## config.mk

```make
export PLATFORM = sky130hd
export DESIGN_NAME = ccg_top
export DESIGN_NICKNAME = d
export VERILOG_FILES = /design/src/hdl/ccg_pkg.sv /design/src/hdl/ccg_doze_div.sv /design/src/hdl/ccg_gate_bank.sv /design/src/hdl/ccg_top.sv
export SDC_FILE = /design/constraint.sdc
export NUM_CORES = 1
export LEC_CHECK = 0
export BUFFER_PORTS_ARGS = -buffer_cell sky130_fd_sc_hd__buf_2
export CORE_ASPECT_RATIO = 1.5
export CORE_MARGIN = 2
export CORE_UTILIZATION = 45
export CTS_BUF_LIST = sky130_fd_sc_hd__clkbuf_2 sky130_fd_sc_hd__clkbuf_4 sky130_fd_sc_hd__clkbuf_8
export CTS_CLUSTER_SIZE = 20
export DETAILED_ROUTE_END_ITERATION = 7
export GPL_TIMING_DRIVEN = 0
export PLACE_DENSITY_LB_ADDON = 0.12
export SYNTH_ARGS = -nofsm -noshare
export SYNTH_HDL_FRONTEND = slang
export SYNTH_SLANG_ARGS = --single-unit
```

## constraint.sdc

```tcl
create_clock -name pclk -period 2.5 [get_ports pclk]
set_input_delay 0.5 -clock pclk [delete_from_list [all_inputs] [get_ports pclk]]
set_output_delay 0.5 -clock pclk [all_outputs]
set_load 0.02 [all_outputs]
```

## src/hdl/ccg_pkg.sv

```systemverilog
// Purpose: Shared constants and types for the CPU slowdown and module gating block.
// Assumes: 100 MHz pclk, APB register access, 16-bit registers in the low word lanes.
// Notes:   Offsets are byte addresses on the APB bus.
`default_nettype none
package ccg_pkg;
   localparam int          APB_AW        = 12;
   localparam logic [11:0] CLOCK_DIVIDER_REGISTER_OFS    = 12'h000;
   localparam logic [11:0] PMG_OFS       = 12'h004;
   localparam logic [11:0] STAT_OFS      = 12'h008;

   // clock_divider_register fields.
   localparam int          ROI_BIT       = 15;
   localparam int          RATIO_MSB     = 14;
   localparam int          RATIO_LSB     = 12;
   localparam int          SLOW_BIT      = 11;
   localparam logic [15:0] CLOCK_DIVIDER_REGISTER_RST    = 16'h0000;
   localparam logic [15:0] CLOCK_DIVIDER_REGISTER_WMASK  = 16'hf800;

   // pwm_module_gating fields: generator 1, 2 and 4 gates.
   localparam int          NUM_GEN       = 3;
   localparam logic [NUM_GEN-1:0][3:0] GEN_POS = {4'hb, 4'h9, 4'h8};
   localparam logic [15:0] PMG_RST       = 16'h0000;
   localparam logic [15:0] PMG_WMASK     = 16'h0b00;

   // Status register fields.
   localparam int          ST_SLOW_BIT   = 0;
   localparam int          ST_RATIO_LSB  = 1;
   localparam int          ST_ON_LSB     = 8;

   localparam int          RATIO_W       = 3;
   localparam int          DIV_W         = 7;

   // One instruction cycle is two oscillator periods.
   localparam int          PCLK_MHZ      = 100;
   localparam int          INSTR_CYC_NS  = 20;
   localparam int          GATE_DLY_CYC  = (INSTR_CYC_NS * PCLK_MHZ + 999) / 1000;

   typedef enum logic [0:0] {CCG_FULL, CCG_SLOW} ccg_mode_t;
endpackage
`default_nettype wire

```

## src/hdl/ccg_doze_div.sv

```systemverilog
// Purpose: Produces the CPU clock enable at pclk divided by 2**ratio.
// Assumes: ratio is stable except when restart is pulsed.
// Notes:   The enable is cut from pclk, so both domains share every edge.
`default_nettype none
module ccg_doze_div
   import ccg_pkg::*;
(
   input  wire logic               pclk,
   input  wire logic               presetn,
   input  wire logic               slow,
   input  wire logic [RATIO_W-1:0] ratio,
   input  wire logic               restart,
   output logic                    cpu_tick
);
   logic [DIV_W-1:0] cnt_r;
   logic [DIV_W-1:0] cnt_nxt;
   logic [DIV_W-1:0] limit;

   always_comb
   begin
      limit = DIV_W'((8'h01 << ratio) - 8'h01);
      if (!slow || restart)
      begin
         cnt_nxt = '0;
      end
      else if (cnt_r >= limit)
      begin
         cnt_nxt = '0;
      end
      else
      begin
         cnt_nxt = cnt_r + 7'h01;
      end
   end

   always_ff @(posedge pclk or negedge presetn)
   begin
      if (!presetn)
      begin
         cnt_r <= '0;
      end
      else
      begin
         cnt_r <= cnt_nxt;
      end
   end

   // A tick always lands on a pclk edge where peripherals also tick.
   assign cpu_tick = !slow || (cnt_r == 7'h00);
endmodule
`default_nettype wire

```

## src/hdl/ccg_gate_bank.sv

```systemverilog
// Purpose: Per-module clock gate with a fixed delay and register access blocking.
// Assumes: gate_req comes straight from the software gating bits.
// Notes:   Read data from a gated module must not be trusted by software.
`default_nettype none
module ccg_gate_bank
   import ccg_pkg::*;
#(
   parameter int N     = NUM_GEN,
   parameter int DELAY = GATE_DLY_CYC
)
(
   input  wire logic         pclk,
   input  wire logic         presetn,
   input  wire logic [N-1:0] gate_req,
   input  wire logic [N-1:0] present,
   input  wire logic [N-1:0] mod_wr,
   output logic      [N-1:0] mod_on,
   output logic      [N-1:0] mod_wr_pass,
   output logic      [N-1:0] mod_rd_valid
);
   generate
      if (N < 1 || DELAY < 1)
      begin : g_bad
         $error("ccg_gate_bank needs N and DELAY of at least one");
      end
   endgenerate

   logic [N-1:0][DELAY-1:0] pipe_r;
   logic [N-1:0][DELAY-1:0] pipe_nxt;

   genvar g;
   generate
      for (g = 0; g < N; g++)
      begin : g_ch
         if (DELAY == 1)
         begin : g_one
            assign pipe_nxt[g] = gate_req[g];
         end
         else
         begin : g_many
            assign pipe_nxt[g] = {pipe_r[g][DELAY-2:0], gate_req[g]};
         end
         // A module is on only if present and its gate is clear.
         assign mod_on[g]       = present[g] && !pipe_r[g][DELAY-1];
         assign mod_wr_pass[g]  = mod_wr[g] && mod_on[g];
         assign mod_rd_valid[g] = mod_on[g];
      end
   endgenerate

   always_ff @(posedge pclk or negedge presetn)
   begin
      if (!presetn)
      begin
         pipe_r <= '0;
      end
      else
      begin
         pipe_r <= pipe_nxt;
      end
   end
endmodule
`default_nettype wire

```

## src/hdl/ccg_top.sv

```systemverilog
// Purpose: CPU slowdown mode and PWM generator clock gating behind an APB slave.
// Assumes: pclk is the system clock; irq_event is a one-cycle pulse per interrupt.
// Notes:   The CPU clock is delivered as an enable, never as a gated clock.
// Notes on behaviour
// In slowdown mode the system clock and peripheral clocks keep full speed; only the CPU slows.
// The slow CPU clock and the full-speed peripheral clock stay aligned to the same edges.
// Setting the slowdown enable bit (bit 11) enters slowdown mode and clearing it leaves.
// Bits 14 to 12 pick one of eight CPU ratios from 1:1 to 1:128, reset value 1:1.
// With the return-on-interrupt bit (bit 15) set, an interrupt restores full CPU speed.
// With the return-on-interrupt bit clear, interrupts leave mode and ratio alone.
// Setting a module gate bit stops every clock to that module.
// A gated module ignores register writes and its reads are not valid.
// A module is enabled only if its gate bit is clear and it is present in the variant.
// All gate bits reset to zero so present modules start enabled.
// A gate bit change takes effect one instruction cycle after the write.
// Gating bit 11 disables PWM generator 4 when one, enables it when zero.
// Gating bit 9 gates PWM generator 2 and bit 8 gates PWM generator 1, one disables.
// Gating bits 15 to 12, 10 and 7 to 0 read zero and ignore writes.
// Ratio code 000 is 1:1 and each higher code doubles it up to 1:128 at 111.
`default_nettype none
module ccg_top
   import ccg_pkg::*;
#(
   parameter logic [NUM_GEN-1:0] GEN_PRESENT = 3'h7
)
(
   input  wire logic               pclk,
   input  wire logic               presetn,
   input  wire logic               psel,
   input  wire logic               penable,
   input  wire logic               pwrite,
   input  wire logic [APB_AW-1:0]  paddr,
   input  wire logic [31:0]        pwdata,
   input  wire logic [3:0]         pstrb,
   output logic      [31:0]        prdata,
   output logic                    pready,
   output logic                    pslverr,
   input  wire logic               irq_event,
   output logic                    cpu_clk_en,
   output logic                    periph_clk_en,
   input  wire logic [NUM_GEN-1:0] pwm_reg_wr,
   output logic      [NUM_GEN-1:0] pwm_reg_wr_pass,
   output logic      [NUM_GEN-1:0] pwm_reg_rd_valid,
   output logic      [NUM_GEN-1:0] pwm_gen_clk_en
);
   // APB register state.
   logic [15:0]        clock_divider_register_r;
   logic [15:0]        clock_divider_register_nxt;
   logic [15:0]        pmg_r;
   logic [15:0]        pmg_nxt;
   logic [31:0]        rdata_r;
   logic [31:0]        rdata_nxt;
   logic               err_r;
   logic               err_nxt;

   // Mode state.
   ccg_mode_t          mode_r;
   ccg_mode_t          mode_nxt;
   logic [RATIO_W-1:0] ratio_r;
   logic [RATIO_W-1:0] ratio_nxt;
   logic               restart;

   logic               setup;
   logic               wr_acc;
   logic               hit_clock_divider_register;
   logic               hit_pmg;
   logic               hit_stat;
   logic               hit_any;
   logic [15:0]        lane_mask;
   logic [15:0]        stat_word;
   logic [NUM_GEN-1:0] gate_bits;
   logic [NUM_GEN-1:0] mod_on;

   // Address decode; only aligned words hit.
   always_comb
   begin
      hit_clock_divider_register = (paddr == CLOCK_DIVIDER_REGISTER_OFS);
      hit_pmg    = (paddr == PMG_OFS);
      hit_stat   = (paddr == STAT_OFS);
      hit_any    = hit_clock_divider_register || hit_pmg || hit_stat;
      setup      = psel && !penable;
      wr_acc     = psel && penable && pwrite;
      lane_mask  = {{8{pstrb[1]}}, {8{pstrb[0]}}};
   end

   // Status shows what the block is doing now, not what software asked for.
   always_comb
   begin
      stat_word                                     = 16'h0000;
      stat_word[ST_SLOW_BIT]                        = (mode_r == CCG_SLOW);
      stat_word[ST_RATIO_LSB +: RATIO_W]            = ratio_r;
      stat_word[ST_ON_LSB +: NUM_GEN]               = mod_on;
   end

   // Register writes, plus the hardware clear of the slowdown bit on interrupt.
   always_comb
   begin
      clock_divider_register_nxt = clock_divider_register_r;
      pmg_nxt    = pmg_r;
      if (wr_acc && hit_clock_divider_register)
      begin
         clock_divider_register_nxt = (clock_divider_register_r & ~(lane_mask & CLOCK_DIVIDER_REGISTER_WMASK))
                    | (pwdata[15:0] & lane_mask & CLOCK_DIVIDER_REGISTER_WMASK);   // see R03
      end
      if (wr_acc && hit_pmg)
      begin
         pmg_nxt = (pmg_r & ~(lane_mask & PMG_WMASK))
                 | (pwdata[15:0] & lane_mask & PMG_WMASK);
      end
      // The interrupt wins over a same-cycle write so no wake-up is lost.
      if (irq_event && clock_divider_register_r[ROI_BIT])
      begin
         clock_divider_register_nxt[SLOW_BIT] = 1'b0;
      end
   end

   // Read data is prepared in the setup cycle so it comes from a flop.
   always_comb
   begin
      rdata_nxt = rdata_r;
      err_nxt   = err_r;
      if (setup)
      begin
         err_nxt   = !hit_any;
         rdata_nxt = 32'h0000_0000;
         if (hit_clock_divider_register)
         begin
            rdata_nxt[15:0] = clock_divider_register_r & CLOCK_DIVIDER_REGISTER_WMASK;
         end
         else if (hit_pmg)
         begin
            rdata_nxt[15:0] = pmg_r & PMG_WMASK;
         end
         else if (hit_stat)
         begin
            rdata_nxt[15:0] = stat_word;
         end
      end
   end

   always_ff @(posedge pclk or negedge presetn)
   begin
      if (!presetn)
      begin
         clock_divider_register_r <= CLOCK_DIVIDER_REGISTER_RST;
         pmg_r    <= PMG_RST;
         rdata_r  <= 32'h0000_0000;
         err_r    <= 1'b0;
      end
      else
      begin
         clock_divider_register_r <= clock_divider_register_nxt;
         pmg_r    <= pmg_nxt;
         rdata_r  <= rdata_nxt;
         err_r    <= err_nxt;
      end
   end

   assign pready  = 1'b1;
   assign prdata  = rdata_r;
   assign pslverr = psel && penable && err_r;

   // Mode follows the enable bit; a ratio change restarts the divider count.
   always_comb
   begin
      mode_nxt  = mode_r;
      ratio_nxt = clock_divider_register_r[RATIO_MSB:RATIO_LSB];
      unique case (mode_r)
         CCG_FULL:
         begin
            if (clock_divider_register_r[SLOW_BIT])
            begin
               mode_nxt = CCG_SLOW;
            end
         end
         CCG_SLOW:
         begin
            // Without the return bit an interrupt changes nothing here.
            if (!clock_divider_register_r[SLOW_BIT])
            begin
               mode_nxt = CCG_FULL;                                // see R03
            end
         end
      endcase
      restart = (mode_r != mode_nxt) || (ratio_r != ratio_nxt);
   end

   always_ff @(posedge pclk or negedge presetn)
   begin
      if (!presetn)
      begin
         mode_r  <= CCG_FULL;
         ratio_r <= '0;
      end
      else
      begin
         mode_r  <= mode_nxt;
         ratio_r <= ratio_nxt;
      end
   end

   ccg_doze_div u_div
   (
      .pclk     (pclk),
      .presetn  (presetn),
      .slow     (mode_r == CCG_SLOW),
      .ratio    (ratio_r),
      .restart  (restart),
      .cpu_tick (cpu_clk_en)
   );

   // Peripherals never see the slowdown; the system clock is untouched.
   assign periph_clk_en = 1'b1;

   genvar g;
   generate
      for (g = 0; g < NUM_GEN; g++)
      begin : g_gate
         assign gate_bits[g] = pmg_r[GEN_POS[g]];                  // see R12
      end
   endgenerate

   ccg_gate_bank #(
      .N     (NUM_GEN),
      .DELAY (GATE_DLY_CYC)
   ) u_gate
   (
      .pclk         (pclk),
      .presetn      (presetn),
      .gate_req     (gate_bits),
      .present      (GEN_PRESENT),
      .mod_wr       (pwm_reg_wr),
      .mod_on       (mod_on),
      .mod_wr_pass  (pwm_reg_wr_pass),
      .mod_rd_valid (pwm_reg_rd_valid)
   );

   // A gated generator loses every clock, including the full-speed one.
   assign pwm_gen_clk_en = mod_on & {NUM_GEN{periph_clk_en}};
endmodule
`default_nettype wire

```

==> out/qor_table.md, run 1 <==
| Result | This run |
| --- | --- |
| Placeable core area | 4250 um2 |
| Routed wire length | 4050 um |
| Number of buffers inserted during clock tree synthesis | 5 |
| Largest area contributor in the synthesized netlist | sky130_fd_sc_hd__dfrtp_1 |
| Post-detailed-route DRC marker count | 0 |
| Worst rel slew slack | 45.9% |
| Portion of total power attributed to sequential cells | 52.3% |
| CTS resizes | 0 |
| XOR/XNOR Fraction of Synth Area | 3.53% |
| Combined buffer and inverter count along the critical path | 2 |
| Setup Crit Path Kind | flop to primary output |
| Netlist Area Pre-Place | 1990 um2 |
| Clock tree root driver cell | sky130_fd_sc_hd__clkbuf_8 |
| Cell at the slowest stage of the critical path | sky130_fd_sc_hd__or4b_2 |
| Result of the run | completed |
| Buffers on Ports | 50 |
| Initial core utilization | 46.8% |
| Part of the power in the clock network | 37.5% |
| Count of final setup violators | 0 |
| Combinational family with the most area after synthesis | simple AND/OR/NAND/NOR gates |
| Clock Skews | 0.00270 ns |
| DPL Wire Length | 3180 um |
| Biggest cell delay along the critical path | 0.59 ns |
| Share of the clock period used by the worst path after layout | 96.8% |
| Syn-to-layout area delta | 24.5% |
| Number of antenna violations at the first check in global routing | 0 |
| Die extent in y | 85.4 um |
| Compound-gate portion of the synthesized area | 7.06% |
| Detail-routed net length per standard cell | 12.8 um |
| Maximum number of pins on one net before global-route repair | 39 |
| Die footprint | 4970 um2 |
| Kind of cell adding the most delay to the critical path | simple AND/OR/NAND/NOR gates |
| Ys Warns | 0 |
| Measured slew at the worst slew-check pin | 0.811 ns |
| Total Nets Final | 336 |
| Share of final-layout standard cells stronger than drive strength 1 | 35.8% |
| TNS Setup | 0 ns |
| Die Wd | 58.2 um |
| Switching pwr | 281 uW |
| I/O pin count | 102 |
| Number of flip-flops and latches in the synthesized netlist | 38 |
| Total routing usage reported by global routing | 17.6% |
| Data required, critical path | 2.00 ns |
| Endpoints failing hold | 0 |
| Share of power burned in combinational logic | 10.3% |
| Leakage power total | 0.00126 uW |
| Average via count per standard cell | 4.91 |
| Mean cell area of the mapped netlist | 10.3 um2 |
| Dominant cells by area after synthesis | sky130_fd_sc_hd__dfrtp_1 48%, sky130_fd_sc_hd__buf_4 9.5%, sky130_fd_sc_hd__ha_1 5.7% |
| Sequential cell area fraction in the yosys report | 47.9% |
| Routability cong. | 0.758 |
| Share of cell area taken by muxes after synthesis | 4.98% |
| Max-slew violation total from the final report | 0 |
| Sort of element at the start of the critical path | flop |
| Count of max-cap constraint violations | 0 |
| Gate count after technology mapping | 193 |
| Post-CTS Repair Setup Buffers | 0 |
| Antenna diode count | 0 |
| Met1 layer usage reported by global route | 19.1% |
| Remaining global-route overflow | 0 |
| Total number of clock tree sinks | 38 |
| Global Route met3 Usage | 3.66% |
| ANT nets after route | 0 |
| Hold_ws | 0.307 ns |
| Area share of the largest cell type after synthesis | 47.9% |
| Wire length of the first global-routing pass | 6780 um |
| Setup crit end kind | primary output |
| Adder and majority cell fraction of the synthesized area | 5.67% |
| Via count of the first global-routing pass | 1,541 |
| Clock tree from TritonCTS | done |
| Max Root-Sink Buffers | 2 |
| Violation count after the first detailed-route iteration | 19 |
| Hold buffer count at cts | 0 |
| Crit-path cells | inv_1 -> ha_1 -> or4b_2 -> o31ai_2 -> buf_4 |
| Drt pass-1 iters | 4 |
| IR Drop Worst-Case VDD | 0.475 mV |
| Insertion delay to the later sink of the worst-skew pair | 0.28 ns |
| Cell row count | 29 |
| Met2 Track Usage GR | 32.4% |
| Path type of the worst min-delay path | primary input to async pin |
| Switching Fraction | 23.9% |
| Register clock-pin slew on the reported worst setup and hold paths | 0.07 ns |
| H-tree levels | 2 |
| RSZ-0062 raised after global routing | false |
| Achievable frequency | 413 MHz |
| Cell internal power dissipation | 895 uW |
| Area fraction in and, or, nand and nor cells after synthesis | 18.4% |
| Signal arrival time at the worst endpoint | 1.92 ns |
| Maximum net fanout on the critical path | 5 |
| Busiest metal layer after global routing | met2 |
| Min Clock Period, post-route | 2.42 ns |
| Power density of the placed cells | 476 nW/um2 |
| Unique masters post-synth | 31 |
| Total number of vias | 1,558 |
[cell type report]
cell class              instances  area (um2)
fillers                       390        1770
flip-flops and latches         38         952
multi-input cells             136         875
repair buffers                 50         253
plain buffers                  32         214
clock buffers                   7        90.1
well taps                      46        57.6
inverters                       7        26.3
clock inverters                 1        5.00
[worst paths after layout]
check | endpoint | slack, ns | cells past startpoint | from
max | cpu_clk_en | 0.08 | 5 | u_div.cnt_r[0]$_DFF_PN0_
min | prdata[0]$_DFFE_PN0P_ | 0.31 | 1 | presetn
max reg2reg | u_div.cnt_r[5]$_DFF_PN0_ | 0.40 | 7 | ratio_r[1]$_DFF_PN0_
min reg2reg | u_gate.pipe_r[1]$_DFF_PN0_ | 0.35 | 0 | u_gate.pipe_nxt[1]$_DFF_PN0_
max in group asynchronous | u_div.cnt_r[0]$_DFF_PN0_ | 1.63 | 1 | presetn
min in group pclk | u_gate.pipe_r[1]$_DFF_PN0_ | 0.35 | 0 | u_gate.pipe_nxt[1]$_DFF_PN0_
[power by group through the flow]
stage / Clock [uW] / Combinational (uW) / Sequential (uW)
finish: 441 / 121 / 615
global route: 473 / 133 / 614
CTS: 453 / 121 / 615
detailed placement: 0 / 121 / 627
global placement: 0 / 120 / 627
floorplan: 0 / 78.1 / 627
[metal layers]
metal  vias up  share of wire [%]
li1        775                  -
met1       732                 39
met2        41                 55
met3        10                4.2
met4         0                2.4
met5         -                  0
[cell usage in the layout (no fill, tap or decap), types with 5 or more instances in the layout]
master	n
sky130_fd_sc_hd__nor4_1	7
sky130_fd_sc_hd__ha_1	9
sky130_fd_sc_hd__clkbuf_1	7
sky130_fd_sc_hd__nand2_1	21
sky130_fd_sc_hd__buf_4	26
sky130_fd_sc_hd__dfrtp_1	37
sky130_fd_sc_hd__a21oi_1	7
sky130_fd_sc_hd__nand3_1	9
sky130_fd_sc_hd__nor2_1	5
sky130_fd_sc_hd__xor2_1	6
sky130_fd_sc_hd__buf_2	49
sky130_fd_sc_hd__conb_1	22
sky130_fd_sc_hd__mux2_2	7
sky130_fd_sc_hd__inv_1	7
sky130_fd_sc_hd__clkbuf_8	6
sky130_fd_sc_hd__o21ai_0	9
[cells by family after synthesis]
| group | after synthesis |
|---|---|
| compound gates | 24 |
| xor+xnor | 8 |
| fa+ha+maj | 9 |
| buf+inv | 39 |
| flops | 38 |
| mux | 9 |
| other cells | 2 |
| simple gates | 64 |
[metrics by stage]
| step | setup slack [ns] | power (uW) | area (um2) | util (%) | std cells |
|---|---|---|---|---|---|
| after global routing | 0.0171 | 1220 | 2470 | 58.2 | 317 |
| final | 0.0811 | 1180 | 2470 | 58.2 | 317 |
| after global placement | 0.0149 | 746 | 2370 | 55.8 | 309 |
| after floorplan | 0.202 | 705 | 2060 | - | 213 |
| after detailed placement | 0.0128 | 747 | 2370 | 55.8 | 309 |
| after CTS | 0.0114 | 1190 | 2460 | 58.0 | 317 |
[synthesized netlist by cell type, drive strengths merged]
cell,n
a21boi,1
a21oi,7
a31oi,1
and3,2
buf,25
clkbuf,7
conb,2
dfrtp,38
ha,9
inv,7
mux2,7
mux2i,2
nand2,21
nand2b,3
nand3,9
nand4,2
nor2,5
nor2b,4
nor4,9
nor4b,1
o21ai,9
o31ai,5
o41ai,1
or3,2
or4,5
or4b,1
xnor2,2
xor2,6
No activity file was read; power rests on OpenSTA's default activity.
==> run 2, diff against run 1 <==
==> constraint.sdc (replaced) <==
create_clock -name pclk -period 2.7 [get_ports pclk]
set_input_delay 0.54 -clock pclk [delete_from_list [all_inputs] [get_ports pclk]]
set_output_delay 0.54 -clock pclk [all_outputs]
set_load 0.02 [all_outputs]
==> out/qor_table.md, run 2 (same netlist as run 1, synthesis figures left out) <==
| Result | This run |
| --- | --- |
| Total routing usage reported by global routing | 17.6% |
| Switching pwr | 259 uW |
| H-tree levels | 2 |
| Maximum net fanout on the critical path | 5 |
| Endpoints failing hold | 0 |
| Die footprint | 4970 um2 |
| DPL Wire Length | 3180 um |
| Switching Fraction | 23.8% |
| Wire length of the first global-routing pass | 6780 um |
| Signal arrival time at the worst endpoint | 1.97 ns |
| Finished Core Util | 58.0% |
| Placeable core area | 4250 um2 |
| Maximum number of pins on one net before global-route repair | 39 |
| Average via count per standard cell | 4.92 |
| Kind of cell adding the most delay to the critical path | simple AND/OR/NAND/NOR gates |
| Die extent in y | 85.4 um |
| Clock Skews | 0.00367 ns |
| Crit-path cells | inv_1 -> ha_1 -> or4b_2 -> o31ai_1 -> buf_2 |
| Result of the run | completed |
| Routed wire length | 4040 um |
| Top library cells by usage in the layout, fill and taps aside | 50 x sky130_fd_sc_hd__buf_2, 38 x sky130_fd_sc_hd__dfrtp_1, 25 x sky130_fd_sc_hd__buf_4 |
| Final cell area excluding filler cells | 2460 um2 |
| Min Clock Period, post-route | 2.51 ns |
| Register clock-pin slew on the reported worst setup and hold paths | 0.07 ns |
| Remaining global-route overflow | 0 |
| Measured slew at the worst slew-check pin | 0.806 ns |
| Share of the clock period used by the worst path after layout | 92.9% |
| Path type of the worst min-delay path | primary input to async pin |
| Max-slew violation total from the final report | 0 |
| Count of max-cap constraint violations | 0 |
| Antenna diode count | 0 |
| Power density of the placed cells | 442 nW/um2 |
| CTS resizes | 0 |
| Count of final setup violators | 0 |
| Number of antenna violations at the first check in global routing | 0 |
| Routability cong. | 0.758 |
| Die Wd | 58.2 um |
| Biggest cell delay along the critical path | 0.57 ns |
| TNS Setup | 0 ns |
| Total number of clock tree sinks | 38 |
| Leading cell type in the layout, fill and taps excluded | sky130_fd_sc_hd__buf_2 |
| Violation count after the first detailed-route iteration | 19 |
| Sort of element at the start of the critical path | flop |
| Total number of vias | 1,561 |
| Detail-routed net length per standard cell | 12.7 um |
| Max Root-Sink Buffers | 2 |
| Cell internal power dissipation | 829 uW |
| Placement-stage cell area | 2370 um2 |
| Leakage power total | 0.00127 uW |
| Syn-to-layout area delta | 24.1% |
| Part of the power in the clock network | 37.4% |
| Portion of total power attributed to sequential cells | 52.3% |
| Buffers on Ports | 50 |
| Data required, critical path | 2.16 ns |
| IR Drop Worst-Case VDD | 0.439 mV |
| Insertion delay to the later sink of the worst-skew pair | 0.28 ns |
| Hold buffer count at cts | 0 |
| Achievable frequency | 399 MHz |
| Via count of the first global-routing pass | 1,541 |
| Clock tree root driver cell | sky130_fd_sc_hd__clkbuf_8 |
| Post-CTS Repair Setup Buffers | 0 |
| Setup Crit Path Kind | flop to primary output |
| Share of power burned in combinational logic | 10.3% |
| RSZ-0062 raised after global routing | false |
| ANT nets after route | 0 |
| Setup crit end kind | primary output |
| Cell row count | 29 |
| Number of buffers inserted during clock tree synthesis | 5 |
| Drt pass-1 iters | 4 |
| Combined buffer and inverter count along the critical path | 2 |
| Initial core utilization | 46.8% |
| Share of final-layout standard cells stronger than drive strength 1 | 35.1% |
| I/O pin count | 102 |
| Cell at the slowest stage of the critical path | sky130_fd_sc_hd__or4b_2 |
| Post-detailed-route DRC marker count | 0 |
| Worst rel slew slack | 46.2% |
| Clock tree from TritonCTS | done |
| Total Nets Final | 336 |
-- run 2: cell counts in the layout (fill, tap and decap cells not counted) --
Identical to the previous run, type by type.
-- run 2: area by class of cell --
cell class | instances | area [um2]
sequential | 38 | 951
inverter | 7 | 26.3
multi-input combinational | 136 | 870
tap | 46 | 57.6
clock inverter | 1 | 5.00
clock buffer | 7 | 90.1
fill | 392 | 1780
buffer | 32 | 214
timing repair buffer | 50 | 250
-- run 2: final timing paths --
path                                               from                          to  slack (ns)  cells after the start
max                            u_div.cnt_r[0]$_DFF_PN0_                  cpu_clk_en        0.19                      5
min                                             presetn       prdata[0]$_DFFE_PN0P_        0.34                      1
max reg2reg                        ratio_r[1]$_DFF_PN0_    u_div.cnt_r[5]$_DFF_PN0_        0.57                      7
min reg2reg                u_gate.pipe_nxt[1]$_DFF_PN0_  u_gate.pipe_r[1]$_DFF_PN0_        0.35                      0
max in group asynchronous                       presetn    u_div.cnt_r[6]$_DFF_PN0_        1.85                      1
min in group pclk          u_gate.pipe_nxt[1]$_DFF_PN0_  u_gate.pipe_r[1]$_DFF_PN0_        0.35                      0
-- run 2: power by group through the flow --
| stage | clock (uW) | combinational (uW) | sequential [uW] |
|---|---|---|---|
| after detailed placement | 0 | 112 | 580 |
| after floorplan | 0 | 72.3 | 580 |
| after CTS | 419 | 112 | 569 |
| after global placement | 0 | 111 | 580 |
| after global routing | 438 | 123 | 569 |
| final | 407 | 112 | 569 |
-- run 2: per-stage QoR --
step	hold WS (ns)	instances	setup slack (ns)	power, uW
CTS	0.353	317	0.171	1100
global route	0.364	317	0.106	1130
finish	0.344	317	0.192	1090
detailed placement	0.336	309	0.173	692
floorplan	0.244	213	0.362	653
global placement	0.335	309	0.175	691
-- run 2: layer usage --
layer / track usage, % / vias to the layer above / share of wire (%)
met3: 3.66 / 7 / 4.3
met2: 32.4 / 42 / 55
li1: - / 775 / -
met5: 0 / - / 0
met1: 19.1 / 737 / 39
met4: 6.77 / 0 / 1.6
==> run 3, diff against run 2 <==
--- a/config.mk
+++ b/config.mk
@@ -13,7 +13,7 @@
 export CTS_CLUSTER_SIZE = 20
 export DETAILED_ROUTE_END_ITERATION = 7
 export GPL_TIMING_DRIVEN = 0
-export PLACE_DENSITY_LB_ADDON = 0.12
+export PLACE_DENSITY = 0.79
 export SYNTH_ARGS = -nofsm -noshare
 export SYNTH_HDL_FRONTEND = slang
 export SYNTH_SLANG_ARGS = --single-unit
==> out/qor_table.md, run 3 (same netlist as run 1, synthesis figures left out) <==
| Result | This run |
| --- | --- |
| Result of the run | completed |
| Die Wd | 58.2 um |
| Maximum number of pins on one net before global-route repair | 39 |
| Endpoints failing hold | 0 |
| Combined flip-flop and latch cell area | 951 um2 |
| Routability cong. | 0.796 |
| Final cell area excluding filler cells | 2510 um2 |
| Insertion delay to the later sink of the worst-skew pair | 0.29 ns |
| Multi-input logic area | 870 um2 |
| Clock tree root driver cell | sky130_fd_sc_hd__clkbuf_8 |
| Drt pass-1 iters | 4 |
| ANT nets after route | 0 |
| Routed wire length | 3900 um |
| Detail-routed net length per standard cell | 12.3 um |
| Die footprint | 4970 um2 |
| Min Clock Period, post-route | 2.56 ns |
| Number of buffers inserted during clock tree synthesis | 5 |
| Hold buffer count at cts | 0 |
| Leading cell type in the layout, fill and taps excluded | sky130_fd_sc_hd__buf_2 |
| Biggest cell delay along the critical path | 0.57 ns |
| Die extent in y | 85.4 um |
| Syn-to-layout area delta | 26.2% |
| Total number of clock tree sinks | 38 |
| Buffers on Ports | 50 |
| Setup crit end kind | primary output |
| Total number of vias | 1,576 |
| Combined buffer and inverter count along the critical path | 2 |
| Placement-stage cell area | 2370 um2 |
| Count of max-cap constraint violations | 0 |
| Power density of the placed cells | 502 nW/um2 |
| Maximum net fanout on the critical path | 5 |
| Data required, critical path | 2.16 ns |
| Cell row count | 29 |
| Achievable frequency | 390 MHz |
| Antenna diode count | 0 |
| Path type of the worst min-delay path | primary input to async pin |
| Post-CTS Repair Setup Buffers | 0 |
| Kind of cell adding the most delay to the critical path | simple AND/OR/NAND/NOR gates |
| Remaining global-route overflow | 0 |
| Critical Path Start | u_div.cnt_r[0]$_DFF_PN0_ |
| Total routing usage reported by global routing | 17.8% |
| H-tree levels | 2 |
| TNS Setup | 0 ns |
| Count of fill cells added during filler insertion | 381 |
| Max Root-Sink Buffers | 2 |
| Share of final-layout standard cells stronger than drive strength 1 | 35.1% |
| Placed Cells incl. Taps | 309 |
| Post-detailed-route DRC marker count | 0 |
| I/O pin count | 102 |
| Cell at the slowest stage of the critical path | sky130_fd_sc_hd__or4b_2 |
| Share of the clock period used by the worst path after layout | 95.0% |
| Worst rel slew slack | 45.4% |
| Wire length of the first global-routing pass | 6690 um |
| Max-slew violation total from the final report | 0 |
| RSZ-0062 raised after global routing | false |
| Number of antenna violations at the first check in global routing | 0 |
| Clock Skews | 0.00460 ns |
| Top library cells by usage in the layout, fill and taps aside | 50 x sky130_fd_sc_hd__buf_2, 38 x sky130_fd_sc_hd__dfrtp_1, 25 x sky130_fd_sc_hd__buf_4 |
| Crit-path cells | inv_1 -> ha_1 -> or4b_2 -> o31ai_1 -> buf_2 |
| IR Drop Worst-Case VDD | 0.640 mV |
| Via count of the first global-routing pass | 1,526 |
| Setup slack after placement | 0.181 ns |
| Power Total | 1260 uW |
| Average via count per standard cell | 4.97 |
| DPL Wire Length | 3010 um |
| Count of final setup violators | 0 |
| Clock tree from TritonCTS | done |
| Register clock-pin slew on the reported worst setup and hold paths | 0.07 ns |
| Setup Crit Path Kind | flop to primary output |
| Setup WS post-layout | 0.136 ns |
| Sort of element at the start of the critical path | flop |
| Launch point of the worst reg-to-reg path | ratio_r[1]$_DFF_PN0_ |
| Leakage power total | 0.00128 uW |
| Total Nets Final | 336 |
| Violation count after the first detailed-route iteration | 32 |
| Placeable core area | 4250 um2 |
| CTS resizes | 0 |
| Initial core utilization | 46.8% |
| Signal arrival time at the worst endpoint | 2.02 ns |
| Final Non-Filler Cells | 317 |
| Measured slew at the worst slew-check pin | 0.818 ns |
-- run 3: worst paths after layout --
check | end | slack (ns) | cells past startpoint
worst min-delay path | u_div.cnt_r[2]$_DFF_PN0_ | 0.34 | 1
worst max-delay path | cpu_clk_en | 0.14 | 5
worst min register to register | u_gate.pipe_r[1]$_DFF_PN0_ | 0.36 | 0
min in group pclk | u_gate.pipe_r[1]$_DFF_PN0_ | 0.36 | 0
max in group asynchronous | u_gate.pipe_nxt[5]$_DFF_PN0_ | 1.84 | 1
worst max register to register | u_div.cnt_r[3]$_DFF_PN0_ | 0.61 | 7
-- run 3: where the power goes --
group	total [uW]	switching (uW)	internal (uW)
logic	112	68.0	43.7
clock network	578	207	370
registers	569	0.156	569
-- run 3: metrics by stage --
step	util, %	hold WS (ns)
finish	59.0	0.339
detailed placement	55.8	0.342
global placement	55.8	0.332
global route	59.0	0.361
floorplan	-	0.244
CTS	59.0	0.355
-- run 3: routing by layer --
layer  part of all wire, %  global-route usage, %  up-vias  wire length, um
li1                      -                      -      775                -
met1                    37                   19.3      730             1440
met2                    54                   31.3       64             2090
met3                   6.6                   3.51        7              259
met4                   2.8                   10.1        0              108
met5                     0                      0        -                0
-- run 3: layout make-up --
type,instances,share of cell area [%]
clock inverters,3,2.75
inverters,7,1.05
multi-input cells,136,34.7
plain buffers,32,8.54
flip-flops and latches,38,37.9
repair buffers,50,9.99
clock buffers,5,2.75
well taps,46,2.30
